File: src/core/lshed_pkg.sv
// Package of register map, fields and timing for the load shedding controller
// Behaviour
// - Up to five shedding outputs; none driven while the feature is disabled.
// - On about-to-take-load, energise start-count outputs before load switch closes.
// - On load, start trip delay while loading exceeds trip level.
// - Trip delay expiry with loading still high energises the lowest output not yet energised.
// - Each further full trip period above level energises the next output.
// - Loading below return level starts the return delay.
// - Return delay expiry with loading still low drops the highest output.
// - Repeat return delay steps, one output each, until none energised.
// - Stopping sequence drops all outputs with the load switch open command.
package lshed_pkg;
  localparam int unsigned NOUT = 5;
  localparam logic [11:0] ADDR_CTRL = 12'h000;
  localparam logic [11:0] ADDR_TRIP = 12'h004;
  localparam logic [11:0] ADDR_RET = 12'h008;
  localparam logic [11:0] ADDR_TDLY = 12'h00c;
  localparam logic [11:0] ADDR_RDLY = 12'h010;
  localparam logic [11:0] ADDR_STAT = 12'h014;
  localparam logic [11:0] ADDR_LOAD = 12'h018;
  // CTRL fields
  localparam int unsigned CTRL_EN_BIT = 0;
  localparam int unsigned CTRL_NSCH_LSB = 4;
  localparam int unsigned CTRL_NSTART_LSB = 8;
  localparam logic [31:0] CTRL_RST = 32'h0000_0000;
  localparam logic [15:0] TRIP_RST = 16'hffff;
  localparam logic [15:0] RET_RST = 16'h0000;
  // Delays in ms, converted to cycles of a 1 ms tick
  localparam int unsigned CLK_MHZ = 100;
  localparam int unsigned TICK_NS = 1000000;
  localparam int unsigned TICK_CYC = TICK_NS * CLK_MHZ / 1000;
  localparam logic [15:0] TDLY_RST_MS = 16'h1388;
  localparam logic [15:0] RDLY_RST_MS = 16'h1388;
  localparam logic [31:0] SLVERR_RD = 32'h0000_0000;
endpackage : lshed_pkg

File: src/core/lshed_top.sv
// Load shedding controller with APB register access
//
// The placing of the registers and the APB interface to the registers were chosen for this implementation.
`timescale 1ns/100ps
module lshed_top
  import lshed_pkg::*;
#(
  parameter int unsigned TICK_CYCLES = lshed_pkg::TICK_CYC
)
(
  input wire logic sys_clk,
  input wire logic sys_rst,
  input wire logic psel,
  input wire logic penable,
  input wire logic pwrite,
  input wire logic [11:0] paddr,
  input wire logic [31:0] pwdata,
  output logic [31:0] prdata,
  output logic pready,
  output logic pslverr,
  input wire logic [15:0] gen_load,
  input wire logic take_load_req,
  input wire logic on_load,
  input wire logic stop_req,
  output logic [lshed_pkg::NOUT-1:0] shed_out,
  output logic load_close_cmd,
  output logic load_open_cmd
);
  import lshed_pkg::*;

  logic [31:0] ctrl_q, ctrl_d;
  logic [15:0] trip_q, trip_d, ret_q, ret_d, tdly_q, tdly_d, rdly_q, rdly_d;
  logic [31:0] prdata_q, prdata_d;
  logic pready_q, pready_d, pslverr_q, pslverr_d;
  logic [15:0] load_s1_q, load_s2_q;
  logic [2:0] ev_s1_q, ev_s2_q, ev_prev_q;
  logic [31:0] tick_cnt_q, tick_cnt_d;
  logic tick;
  logic [15:0] ms_q, ms_d;
  logic [2:0] lvl_q, lvl_d;
  logic [NOUT-1:0] shed_q, shed_d;
  logic close_q, close_d, open_q, open_d;

  typedef enum logic [1:0] {LSHED_IDLE, LSHED_TRIP, LSHED_RET} lshed_tmr_t;
  lshed_tmr_t tmr_q, tmr_d;

  wire en = ctrl_q[CTRL_EN_BIT];
  wire [2:0] nsch = (ctrl_q[CTRL_NSCH_LSB +: 3] > 3'(NOUT)) ? 3'(NOUT)
                    : ctrl_q[CTRL_NSCH_LSB +: 3];
  wire [2:0] nstart = (ctrl_q[CTRL_NSTART_LSB +: 3] > nsch) ? nsch
                      : ctrl_q[CTRL_NSTART_LSB +: 3];
  wire take_rise = ev_s2_q[0] & ~ev_prev_q[0];
  wire stop_rise = ev_s2_q[2] & ~ev_prev_q[2];
  wire loaded = ev_s2_q[1];
  // Only the second stage is read, the first may still be settling
  wire over = load_s2_q > trip_q;
  wire under = load_s2_q < ret_q;
  wire acc = psel & penable & ~pready_q;
  // Writes land only at the edge that sees pready high
  wire wr_go = psel & penable & pready_q & pwrite;

  // Thermometer decode of the energised count
  function automatic logic [NOUT-1:0] lshed_therm(input logic [2:0] n);
    logic [NOUT-1:0] r;
    r = '0;
    for (int i = 0; i < NOUT; i++)
      r[i] = (3'(i) < n);
    return r;
  endfunction : lshed_therm

  always_comb
  begin
    ctrl_d = ctrl_q;
    trip_d = trip_q;
    ret_d = ret_q;
    tdly_d = tdly_q;
    rdly_d = rdly_q;
    prdata_d = prdata_q;
    pslverr_d = 1'b0;
    pready_d = acc;
    if (acc)
      prdata_d = SLVERR_RD;
    // Read data and errors settle in the first access cycle, writes one edge later
    if (acc || wr_go)
    begin
      case (paddr)
        ADDR_CTRL: if (!pwrite) prdata_d = ctrl_q;
                   else if (wr_go) ctrl_d = pwdata;
        ADDR_TRIP: if (!pwrite) prdata_d = {16'h0000, trip_q};
                   else if (wr_go) trip_d = pwdata[15:0];
        ADDR_RET: if (!pwrite) prdata_d = {16'h0000, ret_q};
                  else if (wr_go) ret_d = pwdata[15:0];
        ADDR_TDLY: if (!pwrite) prdata_d = {16'h0000, tdly_q};
                   else if (wr_go) tdly_d = pwdata[15:0];
        ADDR_RDLY: if (!pwrite) prdata_d = {16'h0000, rdly_q};
                   else if (wr_go) rdly_d = pwdata[15:0];
        ADDR_STAT: if (pwrite) pslverr_d = acc;
                   else prdata_d = {24'h000000, tmr_q == LSHED_RET, tmr_q == LSHED_TRIP,
                                    1'b0, shed_q};
        ADDR_LOAD: if (pwrite) pslverr_d = acc; else prdata_d = {16'h0000, load_s2_q};
        default: pslverr_d = acc;
      endcase
    end
  end

  always_ff @(posedge sys_clk)
  begin
    if (sys_rst)
    begin
      ctrl_q <= CTRL_RST;
      trip_q <= TRIP_RST;
      ret_q <= RET_RST;
      tdly_q <= TDLY_RST_MS;
      rdly_q <= RDLY_RST_MS;
      prdata_q <= 32'h0000_0000;
      pready_q <= 1'b0;
      pslverr_q <= 1'b0;
    end
    else
    begin
      ctrl_q <= ctrl_d;
      trip_q <= trip_d;
      ret_q <= ret_d;
      tdly_q <= tdly_d;
      rdly_q <= rdly_d;
      prdata_q <= prdata_d;
      pready_q <= pready_d;
      pslverr_q <= pslverr_d;
    end
  end

  // Measurement and sequencer events come from outside this clock
  always_ff @(posedge sys_clk)
  begin
    if (sys_rst)
    begin
      load_s1_q <= 16'h0000;
      load_s2_q <= 16'h0000;
      ev_s1_q <= 3'h0;
      ev_s2_q <= 3'h0;
      ev_prev_q <= 3'h0;
    end
    else
    begin
      load_s1_q <= gen_load;
      load_s2_q <= load_s1_q;
      ev_s1_q <= {stop_req, on_load, take_load_req};
      ev_s2_q <= ev_s1_q;
      ev_prev_q <= ev_s2_q;
    end
  end

  assign tick = (tick_cnt_q == TICK_CYCLES - 1);

  always_comb
  begin
    tick_cnt_d = tick ? 32'h0000_0000 : tick_cnt_q + 32'h0000_0001;
    ms_d = ms_q;
    tmr_d = tmr_q;
    lvl_d = lvl_q;
    close_d = 1'b0;
    open_d = 1'b0;
    if (stop_rise)
    begin
      lvl_d = 3'h0;
      open_d = 1'b1;
      tmr_d = LSHED_IDLE;
    end
    else if (take_rise)
    begin
      if (en)
        lvl_d = nstart;
      close_d = 1'b1; // Outputs register this cycle, close follows one cycle later
    end
    else if (en && loaded)
    begin
      case (tmr_q)
        LSHED_IDLE:
          if (over && lvl_q < nsch)
          begin
            tmr_d = LSHED_TRIP;
            ms_d = 16'h0000;
          end
          else if (under && lvl_q != 3'h0)
          begin
            tmr_d = LSHED_RET;
            ms_d = 16'h0000;
          end
        LSHED_TRIP:
          if (!over)
            tmr_d = LSHED_IDLE;
          else if (tick)
          begin
            ms_d = ms_q + 16'h0001;
            if (ms_q + 16'h0001 >= tdly_q)
            begin
              lvl_d = lvl_q + 3'h1;
              ms_d = 16'h0000;
              if (lvl_q + 3'h1 >= nsch)
                tmr_d = LSHED_IDLE;
            end
          end
        LSHED_RET:
          if (!under)
            tmr_d = LSHED_IDLE;
          else if (tick)
          begin
            ms_d = ms_q + 16'h0001;
            if (ms_q + 16'h0001 >= rdly_q)
            begin
              lvl_d = lvl_q - 3'h1;
              ms_d = 16'h0000;
              if (lvl_q == 3'h1)
                tmr_d = LSHED_IDLE;
            end
          end
        default: tmr_d = LSHED_IDLE;
      endcase
    end
    if (!en)
    begin
      lvl_d = 3'h0;
      tmr_d = LSHED_IDLE;
    end
    if (lvl_d > nsch)
      lvl_d = nsch;
    shed_d = lshed_therm(lvl_d);
  end

  always_ff @(posedge sys_clk)
  begin
    if (sys_rst)
    begin
      tick_cnt_q <= 32'h0000_0000;
      ms_q <= 16'h0000;
      tmr_q <= LSHED_IDLE;
      lvl_q <= 3'h0;
      shed_q <= '0;
      close_q <= 1'b0;
      open_q <= 1'b0;
      load_close_cmd <= 1'b0;
    end
    else
    begin
      tick_cnt_q <= tick_cnt_d;
      ms_q <= ms_d;
      tmr_q <= tmr_d;
      lvl_q <= lvl_d;
      shed_q <= shed_d;
      close_q <= close_d;
      open_q <= open_d;
      load_close_cmd <= close_q;
    end
  end

  assign shed_out = shed_q;
  assign load_open_cmd = open_q;
  assign prdata = prdata_q;
  assign pready = pready_q;
  assign pslverr = pslverr_q;
endmodule : lshed_top

File: config.mk
export PLATFORM = sky130hd
export DESIGN_NAME = lshed_top
export DESIGN_NICKNAME = d
export VERILOG_FILES = /design/src/core/lshed_pkg.sv /design/src/core/lshed_top.sv
export SDC_FILE = /design/constraint.sdc
export NUM_CORES = 1
export LEC_CHECK = 0
export BUFFER_PORTS_ARGS = -buffer_cell sky130_fd_sc_hd__buf_2
export CAP_MARGIN = 25
export CORE_ASPECT_RATIO = 0.6
export CORE_MARGIN = 4
export CORE_UTILIZATION = 50
export DETAILED_ROUTE_END_ITERATION = 8
export GPL_ROUTABILITY_DRIVEN = 0
export MAX_ROUTING_LAYER = met4
export PLACE_DENSITY = 0.7
export SYNTH_ARGS = -nofsm -noshare
export SYNTH_HDL_FRONTEND = slang
export SYNTH_SLANG_ARGS = --single-unit
File: constraint.sdc
create_clock -name sys_clk -period 5.7 [get_ports sys_clk]
set_clock_uncertainty 0.2 [all_clocks]
set_input_delay 0.855 -clock sys_clk [delete_from_list [all_inputs] [get_ports sys_clk]]
set_output_delay 0.855 -clock sys_clk [all_outputs]
set_load 0.005 [all_outputs]
==> results of run 1 <==
==> stage by stage <==
step | hold WS [ns] | util [%] | cells | total power (uW) | instance area (sq um)
after CTS | 0.213 | 58.0 | 1770 | 3330 | 12900
after floorplan | 0.183 | - | 1374 | 1740 | 11400
after detailed placement | 0.204 | 54.6 | 1731 | 1800 | 12100
after global placement | 0.198 | 54.6 | 1731 | 1800 | 12100
after global routing | 0.214 | 58.3 | 1774 | 3410 | 13000
final | 0.215 | 58.3 | 1774 | 3300 | 13000
==> cells in the final DEF (no fill, tap or decap), types with 4 or more instances in the layout <==
master,n
a211o_1,26
a211oi_1,5
a21o_1,6
a21o_2,4
a21oi_1,135
a221oi_1,18
a222oi_1,13
a22oi_1,8
and2_1,4
and3_1,9
buf_2,107
buf_4,22
clkbuf_16,23
clkbuf_8,6
clkinv_2,4
dfxtp_1,228
ha_1,84
inv_1,78
mux2i_1,12
mux4_2,5
nand2_1,228
nand2b_1,7
nand3_1,43
nand3b_1,4
nand4_1,17
nor2_1,115
nor2b_1,52
nor3_1,13
nor4_1,8
o211ai_1,4
o21ai_0,53
or3_1,10
xnor2_1,14
xor2_1,25
==> critical path: cells and delay by family, from the launching register on <==
family	cells	cell delay [ns]
and+or+nand+nor	13	2.21
AOI/OAI and AO/OA	6	1.44
adders and majority gates	2	0.56
xor gates and xnor gates	2	0.42
DFF	1	0.37
buffers and inverters	1	0.14
==> path summary, 6_finish.rpt <==
check	startpoint	end	slack (ns)	depth (start not counted)
hold / removal	ev_prev_q[2]	load_open_cmd	0.22	1
setup / recovery	ms_q[0]	shed_out[0]	0.31	24
setup reg to reg	ms_q[0]	shed_out[0]	0.31	24
hold reg to reg	ev_prev_q[2]	load_open_cmd	0.22	1
==> final cells by class <==
cell class / count / area share [%]
multi-input combinational: 989 / 47.9
sequential: 230 / 35.5
timing repair buffer: 130 / 5.49
clock buffer: 31 / 5.13
tap: 308 / 2.97
inverter: 78 / 2.26
clock inverter: 8 / 0.743
==> flip-flops by register name (all words and copies together) (netlist names), 2 cells and up <==
register	flops
tdly_q	16
shed_out	5
ev_s1_q	3
rdly_q	16
ev_prev_q	2
ret_q	16
ctrl_q	32
lvl_q	2
prdata	32
trip_q	16
tmr_q	2
tick_cnt_q	32
load_s2_q	16
load_s1_q	16
ev_s2_q	3
ms_q	16
==> logic make-up after synthesis <==
family	after synthesis
flops	230
buf+inv	155
compound gates	307
simple gates	536
xor+xnor	41
mux	20
fa+ha+maj	85
==> power by group <==
group / internal, uW / total (uW) / switching (uW)
clock: 905 / 1540 / 633
combinational: 46.8 / 133 / 86.2
sequential: 1620 / 1630 / 9.42
total: 2570 / 3300 / 729
==> per-layer routing <==
metal	global-route usage (%)	share of wire (%)	wire length (microns)
met3	4.89	9.1	2870
met5	-	0	0
met1	36.5	47	14900
met2	35.2	41	13000
met4	5.19	2.2	687
==> repair_timing <==
item,in CTS,in global routing
pin swaps,0,3
setup endpoints to repair,2,7
buffers inserted,0,4
gates resized for setup,1,8
==> results.toml, run 1 <==
[synthesis]
netlist-cell-type-count = 80
synth_mux_area_share_pct = 2.34
synth_top_family_by_area = "simple AND/OR/NAND/NOR gates"
async_reset_ff_share_pct = 0
synth_cells = 1374
synth_area_leaders = "dfxtp_1 (40%), ha_1 (9.2%), nand2_1 (7.5%), a21oi_1 (5.9%), nor2_1 (3.8%)"
synthXorXnorAreaFrac_pct = 3.15
synth_edf_count = 0
ys_warn_count = 0
synth_adder_area_share_pct = 9.31
synth_common_cells = "dfxtp_1 (230), nand2_1 (228), a21oi_1 (135)"
syn-mean-instance-area_sq_um = 8.29
syn_area_sq_mm = 0.0114
yosys.area_share.simple_pct = 21.8
synth_top_cell_area_share_pct = 40.4
synth_compound_area_share_pct = 17.5
synth-seq-cells = 230
synthFlopType = "dfxtp_1"
synth.most_common_cell = "dfxtp_1"
yosys.area.top_type = "dfxtp_1"
ys_seq_area_share_pct = 40.4
synth_nets = 1526

[power_and_ir_drop]
ir_drop_mv = 0.189
power.leakage_uw = 0.00521
p_per_area_mw_per_mm2 = 255

[setup_path]
critPathCaptureType = "flop"
crit_slowest_cell = "or3b_2"
critPathRequiredTime_ns = 5.95
worst_path_largest_cell_delay_ns = 0.44
cp_max_fo = 6
cp-start-kind = "flop"
critPathKind = "flop to flop"
crit_arrival_ns = 5.64
worstPathCellList = "nand3_1 -> nor2_2 -> and3_1 -> and3_1 -> and2_1 -> nand4_1 -> xnor2_2 -> ha_1 -> a211oi_1 -> nor2_1 -> a2111oi_2 -> o21a_2 -> buf_4 -> nor3b_2 -> xnor2_1 -> a211o_2 -> and2_1 -> ha_1 -> o21ai_0 -> nand2b_1 -> nand2_1 -> or3b_2 -> o32ai_1 -> nand3b_1"

[route]
remaining_drc_errors = 0
detail-route-antenna-nets = 0
drt-total-wl_mm = 31.5
drt_iter0_drc = 972
viasPerCell = 5.70
vias = 10100
drtPass1Iterations = 6
wl_per_cell_microns = 17.7

[floorplan]
die_w_microns = 203
rows = 42
dieArea_sq_mm = 0.0253
start_util_pct = 51.2
core_area_sq_mm = 0.0222
die_h_microns = 125
io_pins = 109

[finish]
antenna_cells = 0
multiInputGateArea_sq_mm = 0.00621
syn2layout_area_growth_pct = 13.8
regArea_sq_mm = 0.00461
fin_nets = 1603
nFillCells = 2066
drive_above_1_share_pct = 14.3

[sta]
slew_violations = 0
setup_ws_ns = 0.315
max_slew_margin_pct = 37.7
finalHoldViolCount = 0
fmax_mhz = 186
fin_setup_tns_ns = 0
fin_crit_sh_pct = 94.5
worstMarginPinSlew_ns = 0.935
setup_violations = 0
fin_crit_ns = 5.39

[global_route]
track_usage_pct = 24.7
grt_pass1_wl_mm = 50.6
gr-total-overflow = 0
grt_max_degree = 83
antenna_found_initial = 0
grt_pass1_vias = 9439

[clock_tree]
hold_buffers = 0
clkLatencyLatePin_ns = 0.51
clkSinkCount = 230
htree_levels = 1
cts_buffers = 22
cts_tree = "yes"
cts_root_buffer = "clkbuf_16"
cts_buffer_depth = 3
clk_pin_slew_ns = 0.07

[job]
maxCapViolCount = 0

[place]
io_buffers = 108
dp_hpwl_mm = 23.0
post-place-ws_ns = -0.00829

[worst_hold_path]
hold_class = "flop to flop"

[outcome]
status = "finished clean"
Power figures use the tool's default switching activity.
==> run 2, diff against run 1 <==
==> constraint.sdc (replaced) <==
create_clock -name sys_clk -period 5.7 [get_ports sys_clk]
set_clock_uncertainty 0.2 [all_clocks]
set_input_delay 0.57 -clock sys_clk [delete_from_list [all_inputs] [get_ports sys_clk]]
set_output_delay 0.57 -clock sys_clk [all_outputs]
set_load 0.005 [all_outputs]
==> run 2 against run 1 <==
Against the previous run:
- non-clock buffer count decreased by 2
- design area about the same
- sequential power about the same
- critical path depth unchanged
- clock-buffer cell count decreased by 3
- routed wire length decreased by 0.40%
- first-iteration DRC count increased by 3.9%
- critical endpoint unchanged
- via count decreased by 0.76%
==> results.toml, run 2 (synthesis results as in run 1) <==
[setup_path]
critPathKind = "flop to flop"
critPathRequiredTime_ns = 5.95
critPathCaptureType = "flop"
r2r_start = "ms_q[0]"
cp-start-kind = "flop"
critPathLaunch = "ms_q[0]"
crit_arrival_ns = 5.68
cp_max_fo = 6
ff2ff_path_depth = 24

[clock_tree]
cts_buffers = 22
hold_buffers = 0
cts_root_buffer = "clkbuf_16"
cts_tree = "yes"
htree_levels = 1
clk_pin_slew_ns = 0.07
cts_buffer_depth = 3
clkLatencyLatePin_ns = 0.51
clkSinkCount = 230

[floorplan]
rows = 42
start_util_pct = 51.2
die_h_microns = 125
core_area_sq_mm = 0.0222
io_pins = 109
dieArea_sq_mm = 0.0253
die_w_microns = 203

[place]
postPlaceCellArea_sq_mm = 0.0122
dp.cells = 1731
io_buffers = 108
dp_hpwl_mm = 23.1

[sta]
fmax_mhz = 184
finalHoldViolCount = 0
slew_violations = 0
holdWs_ns = 0.0702
setup_violations = 0
worstMarginPinSlew_ns = 0.993
fin_setup_tns_ns = 0
fin_crit_ns = 5.43
max_slew_margin_pct = 33.3
fin_crit_sh_pct = 95.2

[finish]
drive_above_1_share_pct = 14.3
fin_nets = 1601
fin_cells = 1773
final_util_pct = 58.3
most-common-layout-cells = "nand2_1 (228), dfxtp_1 (228), a21oi_1 (135), nor2_1 (115), buf_2 (107)"
syn2layout_area_growth_pct = 13.9
final_design_area_no_fill_sq_mm = 0.0130
antenna_cells = 0

[route]
detail-route-antenna-nets = 0
drt_iter0_drc = 1010
vias = 10000
viasPerCell = 5.66
drt-total-wl_mm = 31.4
remaining_drc_errors = 0
drtPass1Iterations = 5
wl_per_cell_microns = 17.7

[worst_hold_path]
hold_depth = 2
min_from = "gen_load[3]"
hold_class = "input port to flop"

[power_and_ir_drop]
power.leakage_uw = 0.00519
p_per_area_mw_per_mm2 = 250
ir_drop_mv = 0.174

[global_route]
grt_max_degree = 74
antenna_found_initial = 0
gr-total-overflow = 0
track_usage_pct = 24.3
grt_pass1_wl_mm = 49.3
grt_pass1_vias = 9298

[outcome]
status = "finished clean"

[job]
maxCapViolCount = 0
run 2: metal layers:
layer,vias to the layer above,GRT usage (%),routed length (microns)
li1,4912,-,-
met1,4718,35.7,15100
met2,365,34.2,13000
met3,44,5.59,2760
met4,0,4.87,563
met5,-,-,0
run 2: final cells by class:
cell class	instances	area (sq um)
inverter	78	293
clock inverter	12	124
clock buffer	28	604
fill	2063	9260
multi-input combinational	989	6240
sequential	230	4610
timing repair buffer	128	717
tap	308	385
run 2: path summary, 6_finish.rpt:
path / end / slack, ns
hold / removal: load_s1_q[3] / 0.07
hold reg to reg: load_open_cmd / 0.21
setup / recovery: shed_out[0] / 0.27
setup reg to reg: shed_out[0] / 0.27
run 2: power breakdown:
group | internal, uW | switching, uW | total (uW)
Combinational | 46.9 | 86.0 | 133
Sequential | 1620 | 9.42 | 1630
Clock | 846 | 636 | 1480
Total | 2520 | 731 | 3250
run 2: through the flow:
step                power, uW  setup slack [ns]
finish                   3250             0.271
global route             3350           -0.0143
CTS                      3270           0.00462
detailed placement       1800           -0.0543
global placement         1800             0.291
floorplan                1740             0.699
run 2: timing repair:
| item | CTS | global route |
|---|---|---|
| resized for setup | 1 | 13 |
| pin swaps | 0 | 2 |
| buffers inserted | 0 | 2 |
| endpoints found under the setup margin | 2 | 7 |
run 2: critical path: stages, from the launching register on:
cell and delay, ns:
dfxtp_2 0.39, nand3_1 0.14, nor2_2 0.17, and3_1 0.20, and3_1 0.21, and2_4 0.17, nand4_1 0.16, xnor2_2 0.21
buf_4 0.15, ha_1 0.28, a21o_1 0.18, a21o_2 0.20, a21o_2 0.24, o21ba_4 0.25, mux2_2 0.29, a221oi_4 0.26
nor2_1 0.08, ha_1 0.30, nor2b_1 0.13, o21ai_0 0.18, nand2b_1 0.12, nand2_1 0.12, or3b_2 0.46, o32ai_2 0.14
nand3b_1 0.13
